$ cat config.mk
export PLATFORM = sky130hd
export DESIGN_NAME = cpac_host_flat
export DESIGN_NICKNAME = d
export VERILOG_FILES = /design/src/verilog/cpac_pkg.sv /design/src/verilog/cpac_if.sv /design/src/verilog/cpac_host.sv /design/src/flat_wrapper.sv
export SDC_FILE = /design/constraint.sdc
export NUM_CORES = 1
export LEC_CHECK = 0
export ABC_AREA = 1
export BUFFER_PORTS_ARGS = -buffer_cell sky130_fd_sc_hd__buf_2
export CAP_MARGIN = 20
export CORE_MARGIN = 8
export CORE_UTILIZATION = 40
export DETAILED_ROUTE_END_ITERATION = 16
export PLACE_DENSITY_LB_ADDON = 0.08
export SETUP_SLACK_MARGIN = 0.3
export SLEW_MARGIN = 20
export SYNTH_ARGS = -nofsm -noshare
export SYNTH_HDL_FRONTEND = slang
export SYNTH_SLANG_ARGS = --single-unit
$ cat constraint.sdc
create_clock -name clk_i -period 5.7 [get_ports clk_i]
set_input_delay 0.57 -clock clk_i [delete_from_list [all_inputs] [get_ports clk_i]]
set_output_delay 0.57 -clock clk_i [all_outputs]
set_load 0.005 [all_outputs]
$ cat src/verilog/cpac_pkg.sv
// shared constants and types for the code-protect gate and its checksum master
package cpac_pkg;
  localparam int unsigned WORD_W        = 12;
  localparam int unsigned ADDR_W        = 12;
  localparam int unsigned SUM_W         = 16;
  localparam int unsigned ID_COUNT      = 4;
  localparam logic [11:0] CFG_ADDR      = 12'h0FFF;
  localparam logic [11:0] LOW_SEG_TOP   = 12'h003F;
  localparam logic [11:0] UP_SEG_BASE   = 12'h0040;
  localparam logic [11:0] ID_BASE_1K    = 12'h0400;
  localparam logic [11:0] ID_BASE_2K    = 12'h0800;
  localparam logic [11:0] TOP_1K        = 12'h03FF;
  localparam logic [11:0] TOP_2K        = 12'h07FF;
  localparam logic [11:0] TOP_SMALL     = 12'h017F;
  localparam int unsigned PROT_FIELD_LSB = 3;
  localparam logic [7:0]  PROT_ON_PAT   = 8'h00;
  localparam logic [11:0] CFG_RESET     = 12'h0FFF;
  localparam logic [11:0] MASK_OLD      = 12'h000F;
  localparam logic [11:0] MASK_NEW      = 12'h0FFF;
  localparam logic [11:0] MASK_SMALL    = 12'h000B;
  localparam logic [15:0] OLD_BIAS      = 16'h0FF0;
  localparam logic [3:0]  NIB_MASK      = 4'hF;

  // read behaviour of the device variant
  typedef enum logic [1:0] {
    CPAC_RD_SCRAMBLE,
    CPAC_RD_ZERO,
    CPAC_RD_ROM
  } cpac_variant_t;

  // checksum recipe chosen by the master
  typedef enum logic [2:0] {
    CPAC_CK_OLD,
    CPAC_CK_NEW,
    CPAC_CK_SMALL
  } cpac_recipe_t;
endpackage : cpac_pkg

$ cat src/verilog/cpac_if.sv
// link between the protected memory and the programmer
`timescale 1ns/1ps
interface cpac_if;
  logic        req;
  logic        we;
  logic [11:0] addr;
  logic [11:0] wdata;
  logic        ack;
  logic [11:0] rdata;
  logic        wr_blocked;
  modport device (input req, we, addr, wdata, output ack, rdata, wr_blocked);
  modport host   (output req, we, addr, wdata, input ack, rdata, wr_blocked);
endinterface : cpac_if

$ cat src/verilog/cpac_host.sv
// programmer end: reads the memory and forms the 16-bit checksum
`timescale 1ns/1ps
module cpac_host #(
  parameter cpac_pkg::cpac_recipe_t RECIPE = cpac_pkg::CPAC_CK_NEW,
  parameter int unsigned            DEPTH  = 2048
) (
  input  wire logic   clk_i,
  input  wire logic   rstn_i,
  cpac_if.host        link,
  input  wire logic   start_i,
  input  wire logic   protect_enable_i,
  input  wire logic   model_protect_i,
  input  wire logic   wr_req_i,
  input  wire logic [11:0] wr_addr_i,
  input  wire logic [11:0] wr_data_i,
  output logic        wr_done_o,
  output logic        busy_o,
  output logic        done_o,
  output logic [15:0] checksum_o
);
  localparam logic [11:0] TOP = 12'(DEPTH - 1);
  typedef enum logic [2:0] {CPAC_IDLE, CPAC_WR, CPAC_MEM, CPAC_CFG, CPAC_ID, CPAC_FIN} cpac_st_t;

  // refuse memory sizes the address walk cannot serve
  if (DEPTH != 512 && DEPTH != 1024 && DEPTH != 2048 && DEPTH != 384) begin : g_bad_depth
    $error("cpac_host: unsupported DEPTH");
  end

  cpac_st_t    st_q, st_d;
  logic [11:0] addr_q, addr_d;
  logic        pend_q, pend_d;
  logic [15:0] sum_q, sum_d;
  logic [15:0] pid_q, pid_d;
  logic [1:0]  idn_q, idn_d;

  wire        prot      = protect_enable_i || model_protect_i;
  wire [11:0] w         = link.rdata;
  wire [15:0] fold      = {12'h000, w[11:8] ^ w[7:4] ^ w[3:0]};
  wire        xor_prot  = (RECIPE != cpac_pkg::CPAC_CK_NEW) && prot;
  wire        new_prot  = (RECIPE == cpac_pkg::CPAC_CK_NEW) && prot;
  // a scrambled readout already carries the fold in its low nibble; source data is folded here
  wire [15:0] rd_fold   = {12'h000, w[3:0]};
  wire [15:0] xor_term  = protect_enable_i ? rd_fold : fold;
  wire [15:0] mem_term  = xor_prot ? xor_term : {4'h0, w};
  wire [11:0] mem_top   = new_prot ? cpac_pkg::LOW_SEG_TOP : TOP;
  wire [11:0] cfg_mask  = (RECIPE == cpac_pkg::CPAC_CK_SMALL) ? cpac_pkg::MASK_SMALL :
                          (RECIPE == cpac_pkg::CPAC_CK_OLD)   ? cpac_pkg::MASK_OLD :
                                                                cpac_pkg::MASK_NEW;
  wire [15:0] cfg_term  = {4'h0, w & cfg_mask};
  wire [15:0] bias      = ((RECIPE == cpac_pkg::CPAC_CK_OLD) && !prot) ?
                          cpac_pkg::OLD_BIAS : 16'h0000;
  wire [11:0] id_base   = 12'(DEPTH);
  wire        rd_back   = pend_q && link.ack;

  always_comb begin
    st_d   = st_q;
    addr_d = addr_q;
    pend_d = pend_q;
    sum_d  = sum_q;
    pid_d  = pid_q;
    idn_d  = idn_q;
    case (st_q)
      CPAC_IDLE: begin
        if (wr_req_i) begin
          st_d = CPAC_WR;
        end else if (start_i) begin
          st_d = CPAC_MEM; addr_d = 12'h000; sum_d = 16'h0000; pid_d = 16'h0000;
          pend_d = 1'b0;
        end
      end
      CPAC_WR: st_d = CPAC_IDLE;
      CPAC_MEM: begin
        pend_d = !pend_q;
        if (rd_back) begin
          sum_d = sum_q + mem_term;
          if (addr_q == mem_top) begin
            st_d = CPAC_CFG; addr_d = cpac_pkg::CFG_ADDR;
          end else begin
            addr_d = addr_q + 12'd1;
          end
        end
      end
      CPAC_CFG: begin
        pend_d = !pend_q;
        if (rd_back) begin
          sum_d = sum_q + cfg_term + bias;
          if (new_prot) begin
            st_d = CPAC_ID; addr_d = id_base; idn_d = 2'd0;
          end else begin
            st_d = CPAC_FIN;
          end
        end
      end
      CPAC_ID: begin
        pend_d = !pend_q;
        if (rd_back) begin
          pid_d = {pid_q[11:0], w[3:0] & cpac_pkg::NIB_MASK};
          idn_d = idn_q + 2'd1;
          addr_d = addr_q + 12'd1;
          if (idn_q == 2'd3) st_d = CPAC_FIN;
        end
      end
      CPAC_FIN: begin
        sum_d = sum_q + pid_q;
        st_d  = CPAC_IDLE;
      end
      default: st_d = CPAC_IDLE;
    endcase
  end

  always_ff @(posedge clk_i or negedge rstn_i) begin
    if (!rstn_i) begin
      st_q <= CPAC_IDLE; addr_q <= 12'h000; pend_q <= 1'b0;
      sum_q <= 16'h0000; pid_q <= 16'h0000; idn_q <= 2'd0;
    end else begin
      st_q <= st_d; addr_q <= addr_d; pend_q <= pend_d;
      sum_q <= sum_d; pid_q <= pid_d; idn_q <= idn_d;
    end
  end

  logic        done_q;
  logic [15:0] ck_q;
  always_ff @(posedge clk_i or negedge rstn_i) begin
    if (!rstn_i) begin
      done_q <= 1'b0;
      ck_q   <= 16'h0000;
    end else begin
      done_q <= (st_q == CPAC_FIN);
      ck_q   <= (st_q == CPAC_FIN) ? sum_d : ck_q;
    end
  end

  wire reading = (st_q == CPAC_MEM) || (st_q == CPAC_CFG) || (st_q == CPAC_ID);
  assign link.req   = (st_q == CPAC_WR) || (reading && !pend_q);
  assign link.we    = (st_q == CPAC_WR);
  assign link.addr  = (st_q == CPAC_WR) ? wr_addr_i : addr_q;
  assign link.wdata = wr_data_i;
  assign wr_done_o  = (st_q == CPAC_WR);
  assign busy_o     = (st_q != CPAC_IDLE);
  assign done_o     = done_q;
  assign checksum_o = ck_q;
endmodule : cpac_host

$ cat src/flat_wrapper.sv
// flat-port wrapper written by rule: the top's interface ports become plain ports
module cpac_host_flat 
#(
  parameter cpac_pkg::cpac_recipe_t RECIPE = cpac_pkg::CPAC_CK_NEW,
  parameter int unsigned            DEPTH  = 2048
)
  (clk_i, rstn_i, start_i, protect_enable_i, model_protect_i, wr_req_i, wr_addr_i, wr_data_i, wr_done_o, busy_o, done_o, checksum_o, link_req, link_we, link_addr, link_wdata, link_ack, link_rdata, link_wr_blocked);
  cpac_if link_i ();
  input  wire logic clk_i;
  input  wire logic rstn_i;
  input  wire logic start_i;
  input  wire logic protect_enable_i;
  input  wire logic model_protect_i;
  input  wire logic wr_req_i;
  input  wire logic [11:0] wr_addr_i;
  input  wire logic [11:0] wr_data_i;
  output logic wr_done_o;
  output logic busy_o;
  output logic done_o;
  output logic [15:0] checksum_o;
  output wire logic [$bits(link_i.req)-1:0] link_req;
  output wire logic [$bits(link_i.we)-1:0] link_we;
  output wire logic [$bits(link_i.addr)-1:0] link_addr;
  output wire logic [$bits(link_i.wdata)-1:0] link_wdata;
  input wire logic [$bits(link_i.ack)-1:0] link_ack;
  input wire logic [$bits(link_i.rdata)-1:0] link_rdata;
  input wire logic [$bits(link_i.wr_blocked)-1:0] link_wr_blocked;
  assign link_req = link_i.req;
  assign link_we = link_i.we;
  assign link_addr = link_i.addr;
  assign link_wdata = link_i.wdata;
  assign link_i.ack = link_ack;
  assign link_i.rdata = link_rdata;
  assign link_i.wr_blocked = link_wr_blocked;
  cpac_host #(.RECIPE(RECIPE), .DEPTH(DEPTH)) u_core (.clk_i(clk_i), .rstn_i(rstn_i), .link(link_i), .start_i(start_i), .protect_enable_i(protect_enable_i), .model_protect_i(model_protect_i), .wr_req_i(wr_req_i), .wr_addr_i(wr_addr_i), .wr_data_i(wr_data_i), .wr_done_o(wr_done_o), .busy_o(busy_o), .done_o(done_o), .checksum_o(checksum_o));
endmodule
Word level (Yosys, flattened, before mapping)
Index checks and enable logic that the tools add are counted.
{"block": "word_totals", "reg_bits": 67, "latchBits": 0, "ram_bits": 0, "rom_bits": 0, "in_bits": 44, "wordCells": 82, "memories": 0}
{"block": "classes", "add_sub_neg": 4, "multipliers": 0, "div_mod_pow": 0, "magnitude_cmp": 0, "n_eq_ne": 16, "n_shift": 0, "n_mux": 34, "bitwise": 0, "n_reduce_logical": 20}
{"op": "$mux W12", "count": 8}
{"op": "$mux W16", "count": 6}
{"op": "$pmux W12 S4", "count": 1}
{"op": "$pmux W16 S3", "count": 1}
{"op": "$pmux W16 S2", "count": 1}
{"op": "$mux W3", "count": 7}
{"op": "$add A16 B12 Y16", "count": 1}
{"op": "$add A16 B16 Y16", "count": 1}
{"op": "$add A12 B1 Y12 const B", "count": 1}
{"op": "$eq A12 B12 Y1", "count": 1}
{"op": "$ne A2 B1 Y1 const B", "count": 6}
{"op": "$pmux W3 S4", "count": 1}
{"op": "$mux W11", "count": 1}
{"op": "$reduce_and A4 Y1", "count": 2}
{"op": "$reduce_and A7 Y1", "count": 1}
{"op": "$eq A3 B2 Y1 const B", "count": 2}
{"op": "$eq A3 B3 Y1 const B", "count": 2}
{"op": "$mux W2", "count": 3}
{"op": "$reduce_and A6 Y1", "count": 1}
{"op": "$reduce_bool A2 Y1", "count": 3}
{"op": "$logic_or A1 B1 Y1", "count": 4}
{"op": "$ne A2 B2 Y1 const B", "count": 2}
{"op": "$pmux W2 S2", "count": 1}
{"op": "$reduce_bool A4 Y1", "count": 1}
{"op": "13 further kinds", "count": 16}

Depth between registers and ports, before layout
{"block": "logic_depth", "depth_word": 6, "mapped_depth": 12, "depth_no_buf": 12}

Worst setup path after synthesis
OpenSTA, ideal clock, no wires.
{"block": "synth_path", "kind": "input-to-reg", "start": "input port link_rdata[2]", "end": "register u_core.sum_q[9]", "arrival_time_ns": 1.871, "required_ns": 5.574, "setup_slack_ns": 3.703, "stages": 9, "path_buffers": 0, "cell_sequence": "ha_1 -> or2_2 -> nand2_1 -> o21bai_1 -> nand2_1 -> nand2_1 -> or2_2 -> nand3_1 -> nand3_1"}
{"block": "synth_between", "elab_chain_cells": 3}
{"element": "start: declaration", "line_no": "flat_wrapper.sv:26", "text": "input wire logic [$bits(link_i.rdata)-1:0] link_rdata;"}
{"element": "$add A16 B12 Y16", "line_no": "cpac_host.sv:75, cpac_host.sv:86"}
{"element": "$mux W16", "line_no": "cpac_host.sv:74, cpac_host.sv:85"}
{"element": "$pmux W16 S3", "line_no": "cpac_host.sv:62", "text": "case (st_q)"}
{"element": "net u_core.sum_d[9]", "line_no": "cpac_host.sv:32", "text": "logic [15:0] sum_q, sum_d;"}
{"element": "end signal: assignment", "line_no": "cpac_host.sv:117", "text": "sum_q <= sum_d; pid_q <= pid_d; idn_q <= idn_d;"}
{"element": "end: declaration", "line_no": "cpac_host.sv:32"}
The timed path passes the listed nets, and every way through them passes these cells.
A chain may end at the register's enable or synchronous reset.

Worst setup path in the final report
{"block": "layout_path", "start": "register u_core.st_q[1]", "end": "output port link_req"}
{"block": "layout_between", "elab_chain_cells": 5, "elab_cells_between_ends": 8, "classes_between": "4 x eq/ne; 4 x reduce/logical"}
{"element": "start: declaration", "line_no": "cpac_host.sv:29", "text": "cpac_st_t st_q, st_d;"}
{"element": "start signal: assignment", "line_no": "cpac_host.sv:116", "text": "st_q <= st_d; addr_q <= addr_d; pend_q <= pend_d;"}
{"element": "$eq A3 B2 Y1", "line_no": "cpac_host.sv:133", "text": "wire reading = (st_q == CPAC_MEM) || (st_q == CPAC_CFG) || (st_q == CPAC_ID);"}
{"element": "$logic_or A1 B1 Y1 (2 in series)", "line_no": "cpac_host.sv:133"}
{"element": "$logic_and A1 B1 Y1", "line_no": "cpac_host.sv:134", "text": "assign link.req = (st_q == CPAC_WR) || (reading && !pend_q);"}
{"element": "$logic_or A1 B1 Y1 *", "line_no": "cpac_host.sv:134"}
{"element": "end: declaration", "line_no": "flat_wrapper.sv:21", "text": "output wire logic [$bits(link_i.req)-1:0] link_req;"}
Every way passes the cells marked *; elsewhere a longest branch is shown, timed or not.

==> results.txt <==
* Vias per Instance: 5.02
- Post-CTS repair timing setup buffer count: 0
* TritonCTS clock tree: built
- After clock tree synthesis, the clock-pin slew on the worst setup and hold paths is 0.06 ns.
* Mean cell area of the mapped netlist: 6.63 µm²
* Clock Latency Late Sink: 0.34 ns
- Pins over their slew limit: 0
- The number of nets in the synthesized netlist is 835.
* Share of post-route cells with drive strength above 1: 12.5%
- Cell count of the worst reg-to-reg path: 8
- Cells traversed along the worst timing path: nor2_2, nand2_2, inv_1, o21ai_0, nand2_1, buf_2
- Worst Path Class, Setup: reg -> out
- The clock arrives with 0.00683 ns of skew.
- For this run, the share of the core covered by cells in the final layout is 46.2%.
- The final route contains 4957 vias.
- In the synthesized netlist the async set-or-reset flop fraction comes to 100%.
* Count of boundary I/O pins: 89
- In the final routed layout, each cell accounts on average for 14.4 µm.
* Via count of the first global-routing pass: 4729
- In this run the horizontal extent of the chip is 128 µm.
- Setup repair after global routing left no endpoint under its margin.
- Maximum count of clock buffers along a single path: 2
- Tightest Hold Check Type: in -> async
- Inserted Clock Buffers: 9
- Arrival time of data at the critical path endpoint: 2.25 ns
- Data required time of the critical path: 5.13 ns
- Along the worst path, the maximum fanout reaches 21.
* Area leader, netlist: dfrtp_1
* Crit path max-delay cell type: inv_1
- Fill count: 1294
- For this block, the routed nets add up to 14200 µm of wire.
- Root cell of the clock tree: clkbuf_16
- Initial drt markers: 378
- Count of cells resized by post-cts repair: 0
- For this run, the slowest stage of the critical path takes 0.64 ns.
- Counting both buffers and inverters, the worst setup path holds a total of 2.
- In this design, the largest share of critical-path delay is due to buffers and inverters.
* Initial Util: 40.4%
- At the pin with the least slew margin, the transition time is 0.895 ns.
* Critical Path Sink Type: output port
* Power density over the cells: 395 mW/mm²
- For this run, the leading register cell type out of synthesis is dfrtp_1.
- Flop and latch count out of synthesis: 67
- After legalization and detailed placement, the total HPWL measured 10800 µm.
* Peak VDD IR: 179 µV
- The run finished with clean final reports.
* Routability Congestion: 0.870
- Die footprint: 0.0165 mm²
- Synth cell types: 38
- The share of the Yosys chip area taken by registers is 33.3%.
- The routed design could run at a clock period as short as 2.82 ns.
* Initial antenna violation count: 0
- First-pass GRT wire length: 23600 µm
* Chip Height: 128 µm
- Global routing consumed, over all layers together, 18.2% of the routing resources.
* Leakage dissipation: 3.21 nW
* Synth top cells by count: 246 x nand2_1, 105 x inv_1, 79 x nand3_1
* Post-synth top area share: 33.3%
- Largest cells by area after synthesis: dfrtp_1 33%, nand2_1 18%, nand3_1 7.8%
- The synthesized design contains 0 enable-type register cells.
* Cts-stage hold buffer count: 0
* Finish-stage setup viols: 0
- Slew HR: 40.3%
- Number of nets at the end of the flow: 886
- Warning count from the yosys run: 0
- Number of rows created at floorplan: 41
- The pre-antenna-repair detailed-routing pass consisted of 5 iterations.
- The core region is 0.0125 mm².
* Most repeated cell in the gate-level netlist after synthesis: nand2_1
- The final-report hold violation count is 0.
- Overflow after GRT: 0
* Max-capacitance violation count: 0
* CP Launch Type: flop
- The H-tree generated during clock tree synthesis spans 3 levels.
- The area growth from synthesis to layout is 14.3%.
- Adding up every negative setup slack in the final design gives 0 ns.
- The critical path crosses 6 cells after its start point.
* # diodes: 0
* Final worst-path cycle share: 49.5%
* Max Clk Rate: 354 MHz
* Largest net degree at the start of global routing: 68
- Cell count after synthesis: 760
- PortBufs: 63
- The clock drives 67 sinks.
- Post-route antenna net violation count: 0
* DRC: 0
- After synthesis the cells add up to 0.00504 mm².
-- state kept, by name, indices dropped and copies added, names as in the netlist --
register	cells
u_core.addr_q	12
u_core.st_q	3
u_core.checksum_o	16
u_core.pend_q	1
u_core.pid_q	16
u_core.sum_q	16
u_core.idn_q	2
u_core.done_o	1
-- worst reg2reg max path: stages, from the launching register on --
cell and delay [ns]:
dfrtp_1 0.48, nor2_2 0.20, nand2_2 0.11, inv_1 0.65, nand2_1 0.19, a22oi_2 0.20
buf_4 0.32, nand3_1 0.14, o21ai_0 0.11
-- area by class of cell --
type,instances,area [µm²],share of cell area [%]
clock buffer,12,267,4.63
clock inverter,4,47.5,0.825
inverter,110,413,7.17
multi-input combinational,556,2800,48.6
sequential,67,1680,29.1
tap,172,215,3.74
timing repair buffer,67,345,5.99
-- power breakdown --
| group | total, W | internal (W) | switching [W] | leakage, nW |
|---|---|---|---|---|
| sequential | 0.000696 | 0.000590 | 0.000106 | 0.912 |
| combinational | 0.000991 | 0.000340 | 0.000651 | 2.14 |
| clock | 0.000590 | 0.000373 | 0.000217 | 0.155 |
| total | 0.00228 | 0.00130 | 0.000974 | 3.21 |
-- placed cells by master (no fill, tap or decap), types with 12 or more instances in the layout --
cell	count
nand2_1	246
inv_1	105
nand3_1	79
dfrtp_1	67
buf_2	63
o21ai_0	59
nor2_1	39
a21oi_1	32
ha_1	29
o21ai_1	12
-- final timing paths --
path	start	to	slack, ns
worst max register to register	u_core.st_q[1]$_DFFE_PN0P_	u_core.pid_q[14]$_DFFE_PN0P_	3.22
worst max-delay path	u_core.st_q[1]$_DFFE_PN0P_	link_req	2.88
worst min register to register	u_core.checksum_o[5]$_DFFE_PN0P_	u_core.checksum_o[5]$_DFFE_PN0P_	0.47
worst min-delay path	rstn_i	u_core.checksum_o[8]$_DFFE_PN0P_	0.43
min in group clk_i	u_core.checksum_o[5]$_DFFE_PN0P_	u_core.checksum_o[5]$_DFFE_PN0P_	0.47
max in group asynchronous	rstn_i	u_core.checksum_o[1]$_DFFE_PN0P_	4.68
-- metal layers --
| metal | routed length (µm) | up-vias | track usage (%) |
|---|---|---|---|
| met5 | 0 | - | 0 |
| met4 | 378 | 0 | 8.04 |
| met3 | 763 | 25 | 4.03 |
| met2 | 6000 | 148 | 26.6 |
| met1 | 7040 | 2244 | 25.1 |
| li1 | - | 2540 | - |
-- stage by stage --
stage	cells	area [µm²]	worst slack [ns]	power (W)	hold WS (ns)
after floorplan	760	5040	3.70	0.00140	0.274
after global placement	972	5450	3.26	0.00168	0.458
after detailed placement	972	5450	3.22	0.00170	0.461
after CTS	988	5760	2.84	0.00230	0.476
after global routing	988	5760	2.71	0.00249	0.497
final	988	5760	2.88	0.00228	0.429
-- kinds of logic after synthesis --
kind of cell             synth area share [%]
adder cells (fa/ha/maj)                  7.99
AO/OA/AOI/OAI                            12.3
XOR/XNOR                                 1.04
flip-flops                               33.3
buffers and inverters                    11.3
AND/OR/NAND/NOR                          34.1
No activity file was read; power rests on OpenSTA's default activity.
